===== config.mk =====
export PLATFORM = sky130hd
export DESIGN_NAME = pwmo_output_control
export DESIGN_NICKNAME = d
export VERILOG_FILES = /design/src/logic/pwmo_pkg.sv /design/src/logic/pwmo_pin_mux.sv /design/src/logic/pwmo_output_control.sv
export SDC_FILE = /design/constraint.sdc
export NUM_CORES = 1
export LEC_CHECK = 0
export ABC_AREA = 1
export BUFFER_PORTS_ARGS = -buffer_cell sky130_fd_sc_hd__buf_2
export CORE_MARGIN = 4
export CORE_UTILIZATION = 55
export DETAILED_ROUTE_END_ITERATION = 10
export HOLD_SLACK_MARGIN = 0.02
export PLACE_DENSITY_LB_ADDON = 0.2
export REMOVE_ABC_BUFFERS = 1
export SETUP_SLACK_MARGIN = 0.4
export SLEW_MARGIN = 20
export SYNTH_ARGS = -nofsm -noshare
export SYNTH_HDL_FRONTEND = slang
export SYNTH_SLANG_ARGS = --single-unit

===== constraint.sdc =====
create_clock -name clock -period 2.2 [get_ports clock]
set_input_delay 0.22 -clock clock [delete_from_list [all_inputs] [get_ports clock]]
set_output_delay 0.22 -clock clock [all_outputs]
set_load 0.005 [all_outputs]

===== src/logic/pwmo_pkg.sv =====
// constants shared by the modulator output control block
// Overview of operation
// - control bit 7 runs the modulator when set, disables it when clear
// - control bit 6 passes modulator output to its pin, else blocks it
// - control bit 5 reads the live modulator output; writes ignored
// - control bit 4 set makes the modulator output active-low
// - several enabled outputs on one pin: highest priority one wins
// - digital outputs still drive a pin selected as analog input
// - modulator ranks above port latch, below every other pin function
// - direction bit one disables pin driver, zero enables it
package pwmo_pkg;
  localparam int unsigned APB_AW = 8;
  // register byte offsets
  localparam logic [APB_AW-1:0] OFS_CONTROL  = 8'h00;
  localparam logic [APB_AW-1:0] OFS_DUTY_HI  = 8'h04;
  localparam logic [APB_AW-1:0] OFS_DUTY_LO  = 8'h08;
  localparam logic [APB_AW-1:0] OFS_PERIOD   = 8'h0C;
  localparam logic [APB_AW-1:0] OFS_TMR_CTRL = 8'h10;
  localparam logic [APB_AW-1:0] OFS_INT_STAT = 8'h14;
  localparam logic [APB_AW-1:0] OFS_INT_MASK = 8'h18;
  localparam logic [APB_AW-1:0] OFS_PIN_DIR  = 8'h1C;
  localparam logic [APB_AW-1:0] OFS_PORT_LAT = 8'h20;
  localparam logic [APB_AW-1:0] OFS_ANALOG   = 8'h24;
  localparam logic [APB_AW-1:0] OFS_PORT_IN  = 8'h28;
  // control register fields
  localparam int unsigned CTL_EN_BIT  = 7;
  localparam int unsigned CTL_OE_BIT  = 6;
  localparam int unsigned CTL_OUT_BIT = 5;
  localparam int unsigned CTL_POL_BIT = 4;
  localparam int unsigned CTL_LOW_MSB = 3;
  localparam logic [7:0]  CTL_WR_MASK = 8'hD0;
  // duty low register keeps bits 7:6
  localparam int unsigned DUTY_LO_MSB = 7;
  localparam int unsigned DUTY_LO_LSB = 6;
  // timer control fields
  localparam int unsigned TMR_RUN_BIT = 2;
  localparam int unsigned TMR_PS_MSB  = 1;
  // interrupt status bits
  localparam int unsigned IRQ_NUM     = 2;
  localparam int unsigned IRQ_OVF_BIT = 0;
  localparam int unsigned IRQ_DUTY_BIT = 1;
  // reset values
  localparam logic [7:0]  RST_CONTROL = 8'h00;
  localparam logic [7:0]  RST_PERIOD  = 8'hFF;
  localparam logic        RST_DIR     = 1'b1;
  localparam logic        RST_ANALOG  = 1'b1;
  // prescale limits for selections 1:1, 1:4, 1:16, 1:64
  localparam int unsigned PS_W = 6;
  localparam logic [PS_W-1:0] PS_LIM_1  = 6'h00;
  localparam logic [PS_W-1:0] PS_LIM_4  = 6'h03;
  localparam logic [PS_W-1:0] PS_LIM_16 = 6'h0F;
  localparam logic [PS_W-1:0] PS_LIM_64 = 6'h3F;
  localparam logic [1:0]      PS_SEL_1  = 2'h0;
  localparam logic [1:0]      PS_SEL_4  = 2'h1;
  localparam logic [1:0]      PS_SEL_16 = 2'h2;
endpackage


===== src/logic/pwmo_pin_mux.sv =====
// fixed output priority multiplexer for one port pin
`timescale 1ns/10ps
module pwmo_pin_mux #(
  parameter int unsigned NUM_HI = 4
) (
  input  wire logic [NUM_HI-1:0] hiEn,
  input  wire logic [NUM_HI-1:0] hiVal,
  input  wire logic              pwmEn,
  input  wire logic              pwmVal,
  input  wire logic              latchVal,
  input  wire logic              dirInput,
  output logic                   pinVal,
  output logic                   pinDrive
);
  // walk from lowest to highest priority so the highest enabled function wins
  always_comb begin
    pinVal = latchVal;
    if (pwmEn) begin
      pinVal = pwmVal;
    end
    for (int i = NUM_HI - 1; i >= 0; i--) begin
      if (hiEn[i]) begin
        pinVal = hiVal[i];
      end
    end
  end

  // analog input selection takes no part here, so outputs still reach the pin
  assign pinDrive = ~dirInput;
endmodule


===== src/logic/pwmo_output_control.sv =====
// modulator with control register, period timer, interrupts and pin output path
`timescale 1ns/10ps
module pwmo_output_control
  import pwmo_pkg::*;
#(
  parameter int unsigned NUM_HI = 4
) (
  input  wire logic              clock,
  input  wire logic              rstn,
  input  wire logic              ce,
  input  wire logic              psel,
  input  wire logic              penable,
  input  wire logic              pwrite,
  input  wire logic [APB_AW-1:0] paddr,
  input  wire logic [31:0]       pwdata,
  output logic      [31:0]       prdata,
  output logic                   pready,
  output logic                   pslverr,
  input  wire logic [NUM_HI-1:0] hiFuncEn,
  input  wire logic [NUM_HI-1:0] hiFuncVal,
  input  wire logic              pinIn,
  output logic                   pinOut,
  output logic                   pinOe,
  output logic                   pwmLive,
  output logic                   irq
);
  // register state
  logic              enQ;
  logic              oeQ;
  logic              polQ;
  logic [7:0]        dutyHiQ;
  logic [1:0]        dutyLoQ;
  logic [7:0]        periodQ;
  logic              runQ;
  logic [1:0]        psSelQ;
  logic [IRQ_NUM-1:0] statQ;
  logic [IRQ_NUM-1:0] maskQ;
  logic              dirQ;
  logic              latQ;
  logic              anaQ;
  // timer and modulator state
  logic [PS_W-1:0]   preCntQ;
  logic [7:0]        cntQ;
  logic [9:0]        dutyActQ;
  logic              pwmOutQ;
  logic              rawPrevQ;
  // bus answer, pin output and interrupt output state
  logic              preadyQ;
  logic [31:0]       prdataQ;
  logic              pslverrQ;
  logic              pinOutQ;
  logic              pinOeQ;
  logic              irqQ;

  // bus decode
  logic        accessPhase;
  logic        xferDone;
  logic        wrEn;
  logic        selCtrl;
  logic        selDutyHi;
  logic        selDutyLo;
  logic        selPeriod;
  logic        selTmr;
  logic        selStat;
  logic        selMask;
  logic        selDir;
  logic        selLat;
  logic        selAna;
  logic        selPortIn;
  logic        mapped;
  logic [31:0] rdMux;
  logic [7:0]  ctrlRead;

  assign accessPhase = psel & penable;
  assign xferDone    = accessPhase & preadyQ;
  assign wrEn        = xferDone & pwrite;
  assign selCtrl     = (paddr == OFS_CONTROL);
  assign selDutyHi   = (paddr == OFS_DUTY_HI);
  assign selDutyLo   = (paddr == OFS_DUTY_LO);
  assign selPeriod   = (paddr == OFS_PERIOD);
  assign selTmr      = (paddr == OFS_TMR_CTRL);
  assign selStat     = (paddr == OFS_INT_STAT);
  assign selMask     = (paddr == OFS_INT_MASK);
  assign selDir      = (paddr == OFS_PIN_DIR);
  assign selLat      = (paddr == OFS_PORT_LAT);
  assign selAna      = (paddr == OFS_ANALOG);
  assign selPortIn   = (paddr == OFS_PORT_IN);
  assign mapped      = selCtrl | selDutyHi | selDutyLo | selPeriod | selTmr | selStat |
                       selMask | selDir | selLat | selAna | selPortIn;

  // live output bit shows the flop, low nibble reads zero
  assign ctrlRead = {enQ, oeQ, pwmOutQ, polQ, 4'h0};

  logic portInView;
  assign portInView = pinIn & ~anaQ;

  assign rdMux = selCtrl   ? {24'h000000, ctrlRead} :
                 selDutyHi ? {24'h000000, dutyHiQ} :
                 selDutyLo ? {24'h000000, dutyLoQ, 6'h00} :
                 selPeriod ? {24'h000000, periodQ} :
                 selTmr    ? {29'h00000000, runQ, psSelQ} :
                 selStat   ? {30'h00000000, statQ} :
                 selMask   ? {30'h00000000, maskQ} :
                 selDir    ? {31'h00000000, dirQ} :
                 selLat    ? {31'h00000000, latQ} :
                 selAna    ? {31'h00000000, anaQ} :
                 selPortIn ? {31'h00000000, portInView} :
                             32'h00000000;

  // one wait state: pready rises in the first access cycle's following edge
  logic preadyD;
  assign preadyD = accessPhase & ~preadyQ;

  always_ff @(posedge clock or negedge rstn) begin
    if (!rstn) begin
      preadyQ  <= 1'b0;
      prdataQ  <= 32'h00000000;
      pslverrQ <= 1'b0;
    end else if (ce) begin
      preadyQ  <= preadyD;
      pslverrQ <= preadyD & ~mapped;
      if (preadyD && !pwrite) begin
        prdataQ <= rdMux;
      end
    end
  end

  // control register: only bits 7, 6 and 4 are storage
  always_ff @(posedge clock or negedge rstn) begin
    if (!rstn) begin
      enQ  <= RST_CONTROL[CTL_EN_BIT];
      oeQ  <= RST_CONTROL[CTL_OE_BIT];
      polQ <= RST_CONTROL[CTL_POL_BIT];
    end else if (ce && wrEn && selCtrl) begin
      enQ  <= pwdata[CTL_EN_BIT];
      oeQ  <= pwdata[CTL_OE_BIT];
      polQ <= pwdata[CTL_POL_BIT];
    end
  end

  // duty, period, timer control and port registers
  always_ff @(posedge clock or negedge rstn) begin
    if (!rstn) begin
      dutyHiQ <= 8'h00;
      dutyLoQ <= 2'h0;
      periodQ <= RST_PERIOD;
      runQ    <= 1'b0;
      psSelQ  <= 2'h0;
      maskQ   <= '0;
      dirQ    <= RST_DIR;
      latQ    <= 1'b0;
      anaQ    <= RST_ANALOG;
    end else if (ce && wrEn) begin
      if (selDutyHi) dutyHiQ <= pwdata[7:0];
      if (selDutyLo) dutyLoQ <= pwdata[DUTY_LO_MSB:DUTY_LO_LSB];
      if (selPeriod) periodQ <= pwdata[7:0];
      if (selTmr) begin
        runQ   <= pwdata[TMR_RUN_BIT];
        psSelQ <= pwdata[TMR_PS_MSB:0];
      end
      if (selMask) maskQ <= pwdata[IRQ_NUM-1:0];
      if (selDir)  dirQ  <= pwdata[0];
      if (selLat)  latQ  <= pwdata[0];
      if (selAna)  anaQ  <= pwdata[0];
    end
  end

  // period timer
  logic [PS_W-1:0] psLimit;
  logic            tick;
  logic            periodEnd;
  logic [9:0]      fineCnt;
  logic [9:0]      dutyReq;

  assign psLimit   = (psSelQ == PS_SEL_1)  ? PS_LIM_1 :
                     (psSelQ == PS_SEL_4)  ? PS_LIM_4 :
                     (psSelQ == PS_SEL_16) ? PS_LIM_16 : PS_LIM_64;
  assign tick      = runQ & (preCntQ >= psLimit);
  assign periodEnd = tick & (cntQ == periodQ);
  assign fineCnt   = {cntQ, preCntQ[1:0]};
  assign dutyReq   = {dutyHiQ, dutyLoQ};

  always_ff @(posedge clock or negedge rstn) begin
    if (!rstn) begin
      preCntQ <= '0;
      cntQ    <= 8'h00;
    end else if (ce) begin
      if (!runQ || tick) begin
        preCntQ <= '0;
      end else begin
        preCntQ <= preCntQ + 1'b1;
      end
      if (periodEnd) begin
        cntQ <= 8'h00;
      end else if (tick) begin
        cntQ <= cntQ + 8'h01;
      end
    end
  end

  // duty is taken at each period start so a period never sees a torn value
  always_ff @(posedge clock or negedge rstn) begin
    if (!rstn) begin
      dutyActQ <= 10'h000;
    end else if (ce && (periodEnd || !runQ)) begin
      dutyActQ <= dutyReq;
    end
  end

  // modulator output: active from period start until count reaches duty
  logic pwmRaw;
  logic pwmLiveD;
  assign pwmRaw   = enQ & (fineCnt < dutyActQ);
  assign pwmLiveD = enQ ? (pwmRaw ^ polQ) : 1'b0;

  always_ff @(posedge clock or negedge rstn) begin
    if (!rstn) begin
      pwmOutQ  <= 1'b0;
      rawPrevQ <= 1'b0;
    end else if (ce) begin
      pwmOutQ  <= pwmLiveD;
      rawPrevQ <= pwmRaw;
    end
  end

  // sticky events, write one to clear, a new event beats the clear
  logic [IRQ_NUM-1:0] evt;
  logic [IRQ_NUM-1:0] clr;
  assign evt[IRQ_OVF_BIT]  = periodEnd;
  assign evt[IRQ_DUTY_BIT] = rawPrevQ & ~pwmRaw;
  assign clr = (wrEn && selStat) ? pwdata[IRQ_NUM-1:0] : '0;

  always_ff @(posedge clock or negedge rstn) begin
    if (!rstn) begin
      statQ <= '0;
      irqQ  <= 1'b0;
    end else if (ce) begin
      statQ <= (statQ & ~clr) | evt;
      irqQ  <= |(((statQ & ~clr) | evt) & maskQ);
    end
  end

  // pin path through fixed priority
  logic muxVal;
  logic muxDrive;
  pwmo_pin_mux #(
    .NUM_HI (NUM_HI)
  ) u_pin_mux (
    .hiEn     (hiFuncEn),
    .hiVal    (hiFuncVal),
    .pwmEn    (oeQ),
    .pwmVal   (pwmOutQ),
    .latchVal (latQ),
    .dirInput (dirQ),
    .pinVal   (muxVal),
    .pinDrive (muxDrive)
  );

  always_ff @(posedge clock or negedge rstn) begin
    if (!rstn) begin
      pinOutQ <= 1'b0;
      pinOeQ  <= 1'b0;
    end else if (ce) begin
      pinOutQ <= muxVal;
      pinOeQ  <= muxDrive;
    end
  end

  assign prdata  = prdataQ;
  assign pready  = preadyQ;
  assign pslverr = pslverrQ;
  assign pinOut  = pinOutQ;
  assign pinOe   = pinOeQ;
  assign pwmLive = pwmOutQ;
  assign irq     = irqQ;

  // checks
  ctrlLowZero_a: assert property (@(posedge clock) disable iff (!rstn)
    (ce && preadyD && !pwrite && selCtrl) |=> (prdata[CTL_LOW_MSB:0] == 4'h0))
    else $error("control low bits not zero");

  liveRead_a: assert property (@(posedge clock) disable iff (!rstn)
    (ce && preadyD && !pwrite && selCtrl) |=> (prdata[CTL_OUT_BIT] == $past(pwmOutQ)))
    else $error("live output bit does not follow modulator");

  liveOff_a: assert property (@(posedge clock) disable iff (!rstn)
    (ce && !enQ) |=> !pwmOutQ)
    else $error("disabled modulator output not low");

  polarity_a: assert property (@(posedge clock) disable iff (!rstn)
    (ce && enQ) |=> (pwmOutQ == ($past(pwmRaw) ^ $past(polQ))))
    else $error("polarity not applied");

  dutyShape_a: assert property (@(posedge clock) disable iff (!rstn)
    (ce && enQ && periodEnd && (dutyReq == 10'h000)) |=> (ce |-> ##1 (pwmOutQ == $past(polQ))))
    else $error("zero duty still pulsed");

  pinBlock_a: assert property (@(posedge clock) disable iff (!rstn)
    (ce && !oeQ && (hiFuncEn == '0)) |=> (pinOut == $past(latQ)))
    else $error("blocked modulator reached pin");

  pwmRank_a: assert property (@(posedge clock) disable iff (!rstn)
    (ce && oeQ && (hiFuncEn == '0)) |=> (pinOut == $past(pwmOutQ)))
    else $error("modulator did not beat port latch");

  topPrio_a: assert property (@(posedge clock) disable iff (!rstn)
    (ce && hiFuncEn[0]) |=> (pinOut == $past(hiFuncVal[0])))
    else $error("highest priority function lost the pin");

  dirOff_a: assert property (@(posedge clock) disable iff (!rstn)
    (ce && dirQ) |=> !pinOe)
    else $error("input direction still drives pin");

  analogDrive_a: assert property (@(posedge clock) disable iff (!rstn)
    (ce && !dirQ && anaQ) |=> pinOe)
    else $error("analog selection blocked output driver");

  enWrite_a: assert property (@(posedge clock) disable iff (!rstn)
    (ce && wrEn && selCtrl) |=> (enQ == $past(pwdata[CTL_EN_BIT])))
    else $error("enable bit not written");

  oeWrite_a: assert property (@(posedge clock) disable iff (!rstn)
    (ce && wrEn && selCtrl) |=> (oeQ == $past(pwdata[CTL_OE_BIT])))
    else $error("pin output enable bit not written");

  polWrite_a: assert property (@(posedge clock) disable iff (!rstn)
    (ce && wrEn && selCtrl) |=> (polQ == $past(pwdata[CTL_POL_BIT])))
    else $error("polarity bit not written");

  dutyHigh_a: assert property (@(posedge clock) disable iff (!rstn)
    (ce && enQ && !polQ && (fineCnt < dutyActQ)) |=> pwmOutQ)
    else $error("output low before duty reached");

  dutyLow_a: assert property (@(posedge clock) disable iff (!rstn)
    (ce && enQ && !polQ && (fineCnt >= dutyActQ)) |=> !pwmOutQ)
    else $error("output high after duty reached");

  dirOn_a: assert property (@(posedge clock) disable iff (!rstn)
    (ce && !dirQ) |=> pinOe)
    else $error("output direction did not drive pin");

  readyPulse_a: assert property (@(posedge clock) disable iff (!rstn)
    (ce && pready) |=> !pready)
    else $error("ready held longer than one cycle");
endmodule


==> results of run 1 <==
==> per-layer routing <==
metal	GRT usage	share of wire
met1	0.2857	0.44
met2	0.3629	0.49
met3	0.04064	0.050
met4	0.07572	0.019
met5	0	0
==> cell type report <==
| class | instances | area (µm²) |
|---|---|---|
| fill | 642 | 2446 |
| inverter | 66 | 252.7 |
| sequential | 70 | 1764 |
| timing repair buffer | 61 | 446.7 |
| multi-input combinational | 365 | 2069 |
| tap | 99 | 123.9 |
| clock inverter | 7 | 65.06 |
| clock buffer | 9 | 123.9 |
==> logic make-up after synthesis <==
kind of cell             count (synthesis)  synth area share
AO/OA/AOI/OAI                           89            0.1313
XOR/XNOR                                14           0.02950
adder cells (fa/ha/maj)                 17           0.05117
buffers and inverters                   99            0.1213
flip-flops                              70            0.4244
other                                    1         0.0009022
AND/OR/NAND/NOR                        221            0.2414
==> power by group through the flow <==
stage                     logic (mW)  clock network (mW)  registers (mW)
after global routing           0.311                1.08            1.35
after floorplan                0.129                   0            1.37
after global placement         0.241                   0            1.37
after CTS                      0.253                1.02            1.35
final                          0.273                1.01            1.35
after detailed placement       0.250                   0            1.37
==> repair_timing <==
item / in CTS / in global routing
buffers inserted: 3 / 4
gates cloned: 0 / 3
hold buffers: 1 / 0
hold endpoints to repair: 23 / 0
pin swaps: 1 / 6
setup endpoints to repair: 20 / 21
gates resized for setup: 5 / 25
==> final timing paths <==
kind                                       startpoint                       to  slack, ns
min in group asynchronous                        rstn   preCntQ[4]$_DFFE_PN0P_       0.44
worst min register to register        irq$_DFFE_PN0P_          irq$_DFFE_PN0P_       0.48
worst max register to register  psSelQ[1]$_DFFE_PN0P_  dutyActQ[6]$_DFFE_PN0P_       0.22
worst max-delay path            psSelQ[1]$_DFFE_PN0P_  dutyActQ[6]$_DFFE_PN0P_       0.22
max in group asynchronous                        rstn   periodQ[2]$_DFFE_PN1P_       1.10
worst min-delay path                        pwdata[5]   periodQ[5]$_DFFE_PN1P_       0.12
==> critical path, delay by kind of cell, from the launching register on <==
kind	cells	cell delay, ns
DFF	1	0.42
and+or+nand+nor	7	0.70
AOI/OAI and AO/OA	2	0.31
buffers and inverters	2	0.22
adders and majority gates	1	0.26
==> cells in the final DEF, fill, tap and decap left out, types with 2 or more instances in the layout <==
cell,instances
nand2_1,119
inv_1,62
dfrtp_1,60
buf_2,44
nor2_1,36
o21ai_0,36
conb_1,24
nand3_1,20
ha_1,17
o21ai_2,14
xor2_1,13
a21oi_1,11
nor2_4,10
dfstp_2,10
clkbuf_8,9
o21ai_1,8
a21oi_2,7
nand4_1,7
buf_4,7
nor3_1,6
a31oi_1,6
nor2_2,4
inv_6,4
buf_12,4
nand3_2,3
nand2_4,3
inv_2,3
nand2_2,3
nor4_1,3
buf_6,3
nand3_4,2
a221oi_1,2
o22ai_1,2
inv_8,2
clkbuf_16,2
==> Yosys cell counts, types with 3 or more instances <==
cell / instances / area share
nand2_2: 3 / 0.0045
o21ai_1: 5 / 0.0060
dfstp_2: 10 / 0.063
nand4_1: 7 / 0.011
nor3_1: 6 / 0.0072
buf_4: 27 / 0.049
dfrtp_1: 60 / 0.36
nand2_1: 122 / 0.11
o21ai_0: 39 / 0.047
nand3_1: 22 / 0.026
o21ai_2: 14 / 0.030
ha_1: 17 / 0.051
nor4_1: 3 / 0.0045
a21oi_1: 12 / 0.014
xor2_1: 13 / 0.027
nor2_4: 5 / 0.014
a21oi_2: 6 / 0.013
inv_2: 4 / 0.0036
buf_6: 4 / 0.011
inv_1: 62 / 0.056
a31oi_1: 6 / 0.0090
nor2_1: 43 / 0.039
==> registers in the layout, summed over array words and instances (netlist names), 2 cells and up <==
name / cells
prdata: 8
cntQ: 8
preCntQ: 6
periodQ: 8
dutyLoQ: 2
psSelQ: 2
maskQ: 2
dutyActQ: 10
dutyHiQ: 8
statQ: 2
==> stage by stage <==
step	cell area, µm²	setup slack (ns)	power, mW	hold slack, ns
after global placement	4400	0.2333	1.610	0.2819
final	4846	0.2211	2.633	0.1236
after CTS	4649	0.2867	2.624	0.1151
after global routing	4846	0.07301	2.744	0.1282
after floorplan	3986	0.2883	1.496	-0.07559
after detailed placement	4400	0.1114	1.621	0.2872
==> impl_results.md, run 1 <==
* Largest stage delay, worst path at 0.42 ns
* Netlist Area Pre-Place at between 4000 and 5000 µm²
* Via/cell ratio at approximately 5.2
* Worst-Skew Late Latency at ~0.35 ns
* Slowest CP cell: dfrtp_1
* Setup_tns at 0 ns
* CTS tree: done
* Slew headroom at 0.5634
* Vias at roughly 3500
* Logic pwr share at 0.104
* Distinct cells, synth at 39
* Fraction of final layout cells sized beyond drive strength 1 at 0.2405
* Worst path required time at approximately 2.5 ns
* Yosys warning total at 0
* Post-synthesis instance total at 511
* Fin cells at slightly below 700
* Width of the die at approximately 95 µm
* Initial Util at 0.5700
* Setup violations, final at 0
* Final Hold Fails at 0
* Routed WL at about 9500 µm
* TritonRoute pass-1 iters at 5
* Pin count of the biggest net entering global routing at 32
* Final period util at 0.8995
* Syn avg cell area at 8.134 µm²
* Fin. max-slew vios at 0
* Maximum Capacitance Violations at 0
* Post-DRT Antenna Nets at 0
* Grt total ovfl at 0
* CTS sink cnt at 70
* P per Cell Area at about 540 nW/µm²
* Row count at 31
* Clk_skew at roughly 0.010 ns
* Detail Placement HPWL at about 6800 µm
* CP Capture Type: register
* Clock-pin slew on the worst setup and hold paths at about 0.09 ns
* Placeable core area at about 7300 µm²
* Hold depth at 3
* Port buffer count at 44
* RSZ-0062 raised after global routing: yes
* CTS Buffer Depth at 2
* Critical Path, Cell by Cell: nor2_2 > ha_1 > inv_1 > nor2_1 > o21ai_1 > nand3_2 > nand3_4 > nand2_4 > nand2_8 > clkbuf_16 > nor2_4 > a21oi_2
* Startpoint types: register
* Post-synth EDFFs at 0
* Start-to-end type of the worst setup path: reg -> reg
* Die ar. at about 9000 µm²
* Max VDD drop at around 0.4 mV
* Sequential area share after synthesis at 0.4244
* Inserted Clock Buffers at 9
* Max Fanout on Critical Path at 5
* Wire per inst at approximately 14 µm
* DRC at 0
* Outcome: completed
* Fin util at 0.6646
* Worst min-delay path class: in -> reg
* Root Buffer: clkbuf_8
* Sw Ratio at 0.2913
* Synth async-reset ratio at 1.000
* Prevailing post-synth register cell: dfrtp_1
* FMAX at ~510 MHz
* IO Pins at between 90 and 100
* Worst Tran Pin Value at about 0.65 ns
* Seq cells post-synth at 70
* Sw power at approximately 770 µW
* First-pass GRT wire length at ~15000 µm
* P_int at ~1.9 mW
* Die H at 94.93 µm
* Path depth of the worst reg2reg path at 12
* 1st-iter DRT viols at 150
* Flop pwr share at 0.512
* Global Route Usage Sum at 0.2184
* Antenna Cells at 0
* Crit path time final at 1.979 ns
* Placed insts at between 600 and 700
* Initial antenna violation count at 0
* Vias in the first global route at roughly 3300
* Crit path DAT at ~2.3 ns
* Final GP Congestion at 0.8789
* Clock share of power at 0.384
* # H-tree levels at 3
* Area Overhead vs Synth at 16.59%
* Layout Nets at ~650
* Leak pwr at 2.331 nW
Note: power is estimated with default switching activity, not from simulation.
==> run 2: changes to the inputs <==
PLACE_DENSITY = 0.87   (was not set)
PLACE_DENSITY_LB_ADDON = not set   (was 0.2)
==> impl_results.md, run 2 (synthesis results as in run 1) <==
* IO Pins at 93
* Placeable core area at ~7300 µm²
* Setup_tns at 0 ns
* Worst path setup slack after routing at roughly 0.23 ns
* Initial Util at 0.5700
* Placed inst area at 4393 µm²
* Setup violations, final at 0
* Fin util at 0.6774
* Vias in the first global route at approximately 3500
* CTS sink cnt at 70
* P per Cell Area at between 500 and 600 nW/µm²
* CTS tree: done
* Global Route Usage Sum at 0.2319
* Commonest non-fill, non-tap cells in the layout: 115 x nand2_1, 61 x inv_1, 54 x dfrtp_1
* Most frequent CP cell: nand2_2
* Inserted Clock Buffers at 9
* TritonRoute pass-1 iters at 7
* First-pass GRT wire length at 16150 µm
* CP Capture Type: register
* RSZ-0062 raised after global routing: yes
* Final GP Congestion at ~0.86
* HP Start: pwdata[5]
* Biggest register: dutyActQ
* Port buffer count at 44
* Pin count of the biggest net entering global routing at 71
* Width of the die at approximately 95 µm
* Total power draw at between 2 and 3 mW
* Clock-pin slew on the worst setup and hold paths at 0.08 ns
* # H-tree levels at 3
* Clk_skew at between 0.01 and 0.015 ns
* Commonest non-fill, non-tap cell in the layout: nand2_1
* Fin. max-slew vios at 0
* 1st-iter DRT viols at 271
* Worst path required time at between 2 and 2.5 ns
* FMAX at between 500 and 600 MHz
* Via/cell ratio at ~5.4
* Vias at roughly 3700
* CTS Buffer Depth at 2
* Startpoint types: register
* Start-to-end type of the worst setup path: reg -> reg
* Grt total ovfl at 0
* Maximum Capacitance Violations at 0
* Initial antenna violation count at 0
* Die H at about 95 µm
* Outcome: completed
* Final period util at 0.8935
* Detail Placement HPWL at between 7000 and 8000 µm
* Fin cells at just under 700
* Crit path time final at 1.966 ns
* Row count at 31
* Die ar. at about 9000 µm²
* Max FFs per register at 10
* Max VDD drop at between 0.3 and 0.4 mV
* Root Buffer: clkbuf_8
* Slowest CP cell: dfrtp_1
* Hold WS at about 0.10 ns
* Worst-Skew Late Latency at between 0.3 and 0.4 ns
* Delay-heaviest family, CP: simple AND/OR/NAND/NOR gates
* Reg2Reg Launch Point: psSelQ[0]$_DFFE_PN0P_
* Max Fanout on Critical Path at 5
* Crit path launch: psSelQ[0]$_DFFE_PN0P_
* Wire per inst at 15.47 µm
* Placed insts at 649
* Leak pwr at roughly 2.4 nW
* Largest stage delay, worst path at slightly above 0.4 ns
* DRC at 0
* Pre-CTS WS at approximately 0.14 ns
* Layout Nets at between 600 and 700
* Area Overhead vs Synth at 18.84%
* Post-DRT Antenna Nets at 0
* Final Hold Fails at 0
* Critical Path, Cell by Cell: nor2_2 > inv_1 > ha_1 > nand2_1 > nor2_1 > nand3_1 > nand3_2 > nand3_4 > nand2_2 > nand2_4 > clkbuf_16 > nand2_2 > o21ai_2
* Fraction of final layout cells sized beyond drive strength 1 at 0.2857
* Crit path DAT at roughly 2.2 ns
* Crit path buf inv count at 2
* Post-route cell area at 4940 µm²
* Antenna Cells at 0
* Routed WL at roughly 11000 µm
* Worst min-delay path class: in -> reg
run 2: timing repair:
action,CTS,global route
endpoints found under the setup margin,20,23
setup buffers,6,6
pin swaps,2,11
hold buffers,1,0
cloned,1,1
hold endpoints to repair,60,0
gates resized for setup,12,46
run 2: layout make-up:
cell class	count	area, µm²
Clock buffer	10	137.6
Inverter	66	252.7
Clock inverter	6	37.54
Sequential cell	70	1772
Fill cell	558	2352
Timing Repair Buffer	64	455.4
Multi-Input combinational cell	365	2161
Tap cell	99	123.9
run 2: metal layers:
metal,global-route usage,up-vias,share of wire
met1,0.2959,1757,0.39
met2,0.4034,150,0.52
met3,0.03665,31,0.061
met4,0.07212,0,0.029
li1,-,1737,-
met5,0,-,0
run 2: worst register-to-register path, cell delays in order, from the launching register on:
cell	delay, ns
dfrtp_1	0.41
nor2_2	0.15
inv_1	0.06
ha_1	0.27
nand2_1	0.04
nor2_1	0.07
nand3_1	0.11
nand3_2	0.14
nand3_4	0.08
nand2_2	0.09
nand2_4	0.10
clkbuf_16	0.19
nand2_2	0.06
o21ai_2	0.06
run 2: final timing paths:
| path | cells past startpoint | slack [ns] | endpoint |
|---|---|---|---|
| min reg2reg | 2 | 0.49 | dutyHiQ[7]$_DFFE_PN0P_ |
| min | 3 | 0.10 | periodQ[5]$_DFFE_PN1P_ |
| max | 13 | 0.23 | dutyActQ[4]$_DFFE_PN0P_ |
| min in group asynchronous | 3 | 0.41 | preCntQ[3]$_DFFE_PN0P_ |
| max reg2reg | 13 | 0.23 | dutyActQ[4]$_DFFE_PN0P_ |
| max in group asynchronous | 3 | 1.43 | periodQ[3]$_DFFE_PN1P_ |
run 2: power by group:
part / switching [mW] / internal, mW
Clock: 0.519 / 0.436
Combinational: 0.176 / 0.110
Sequential: 0.0265 / 1.32
Total: 0.722 / 1.87
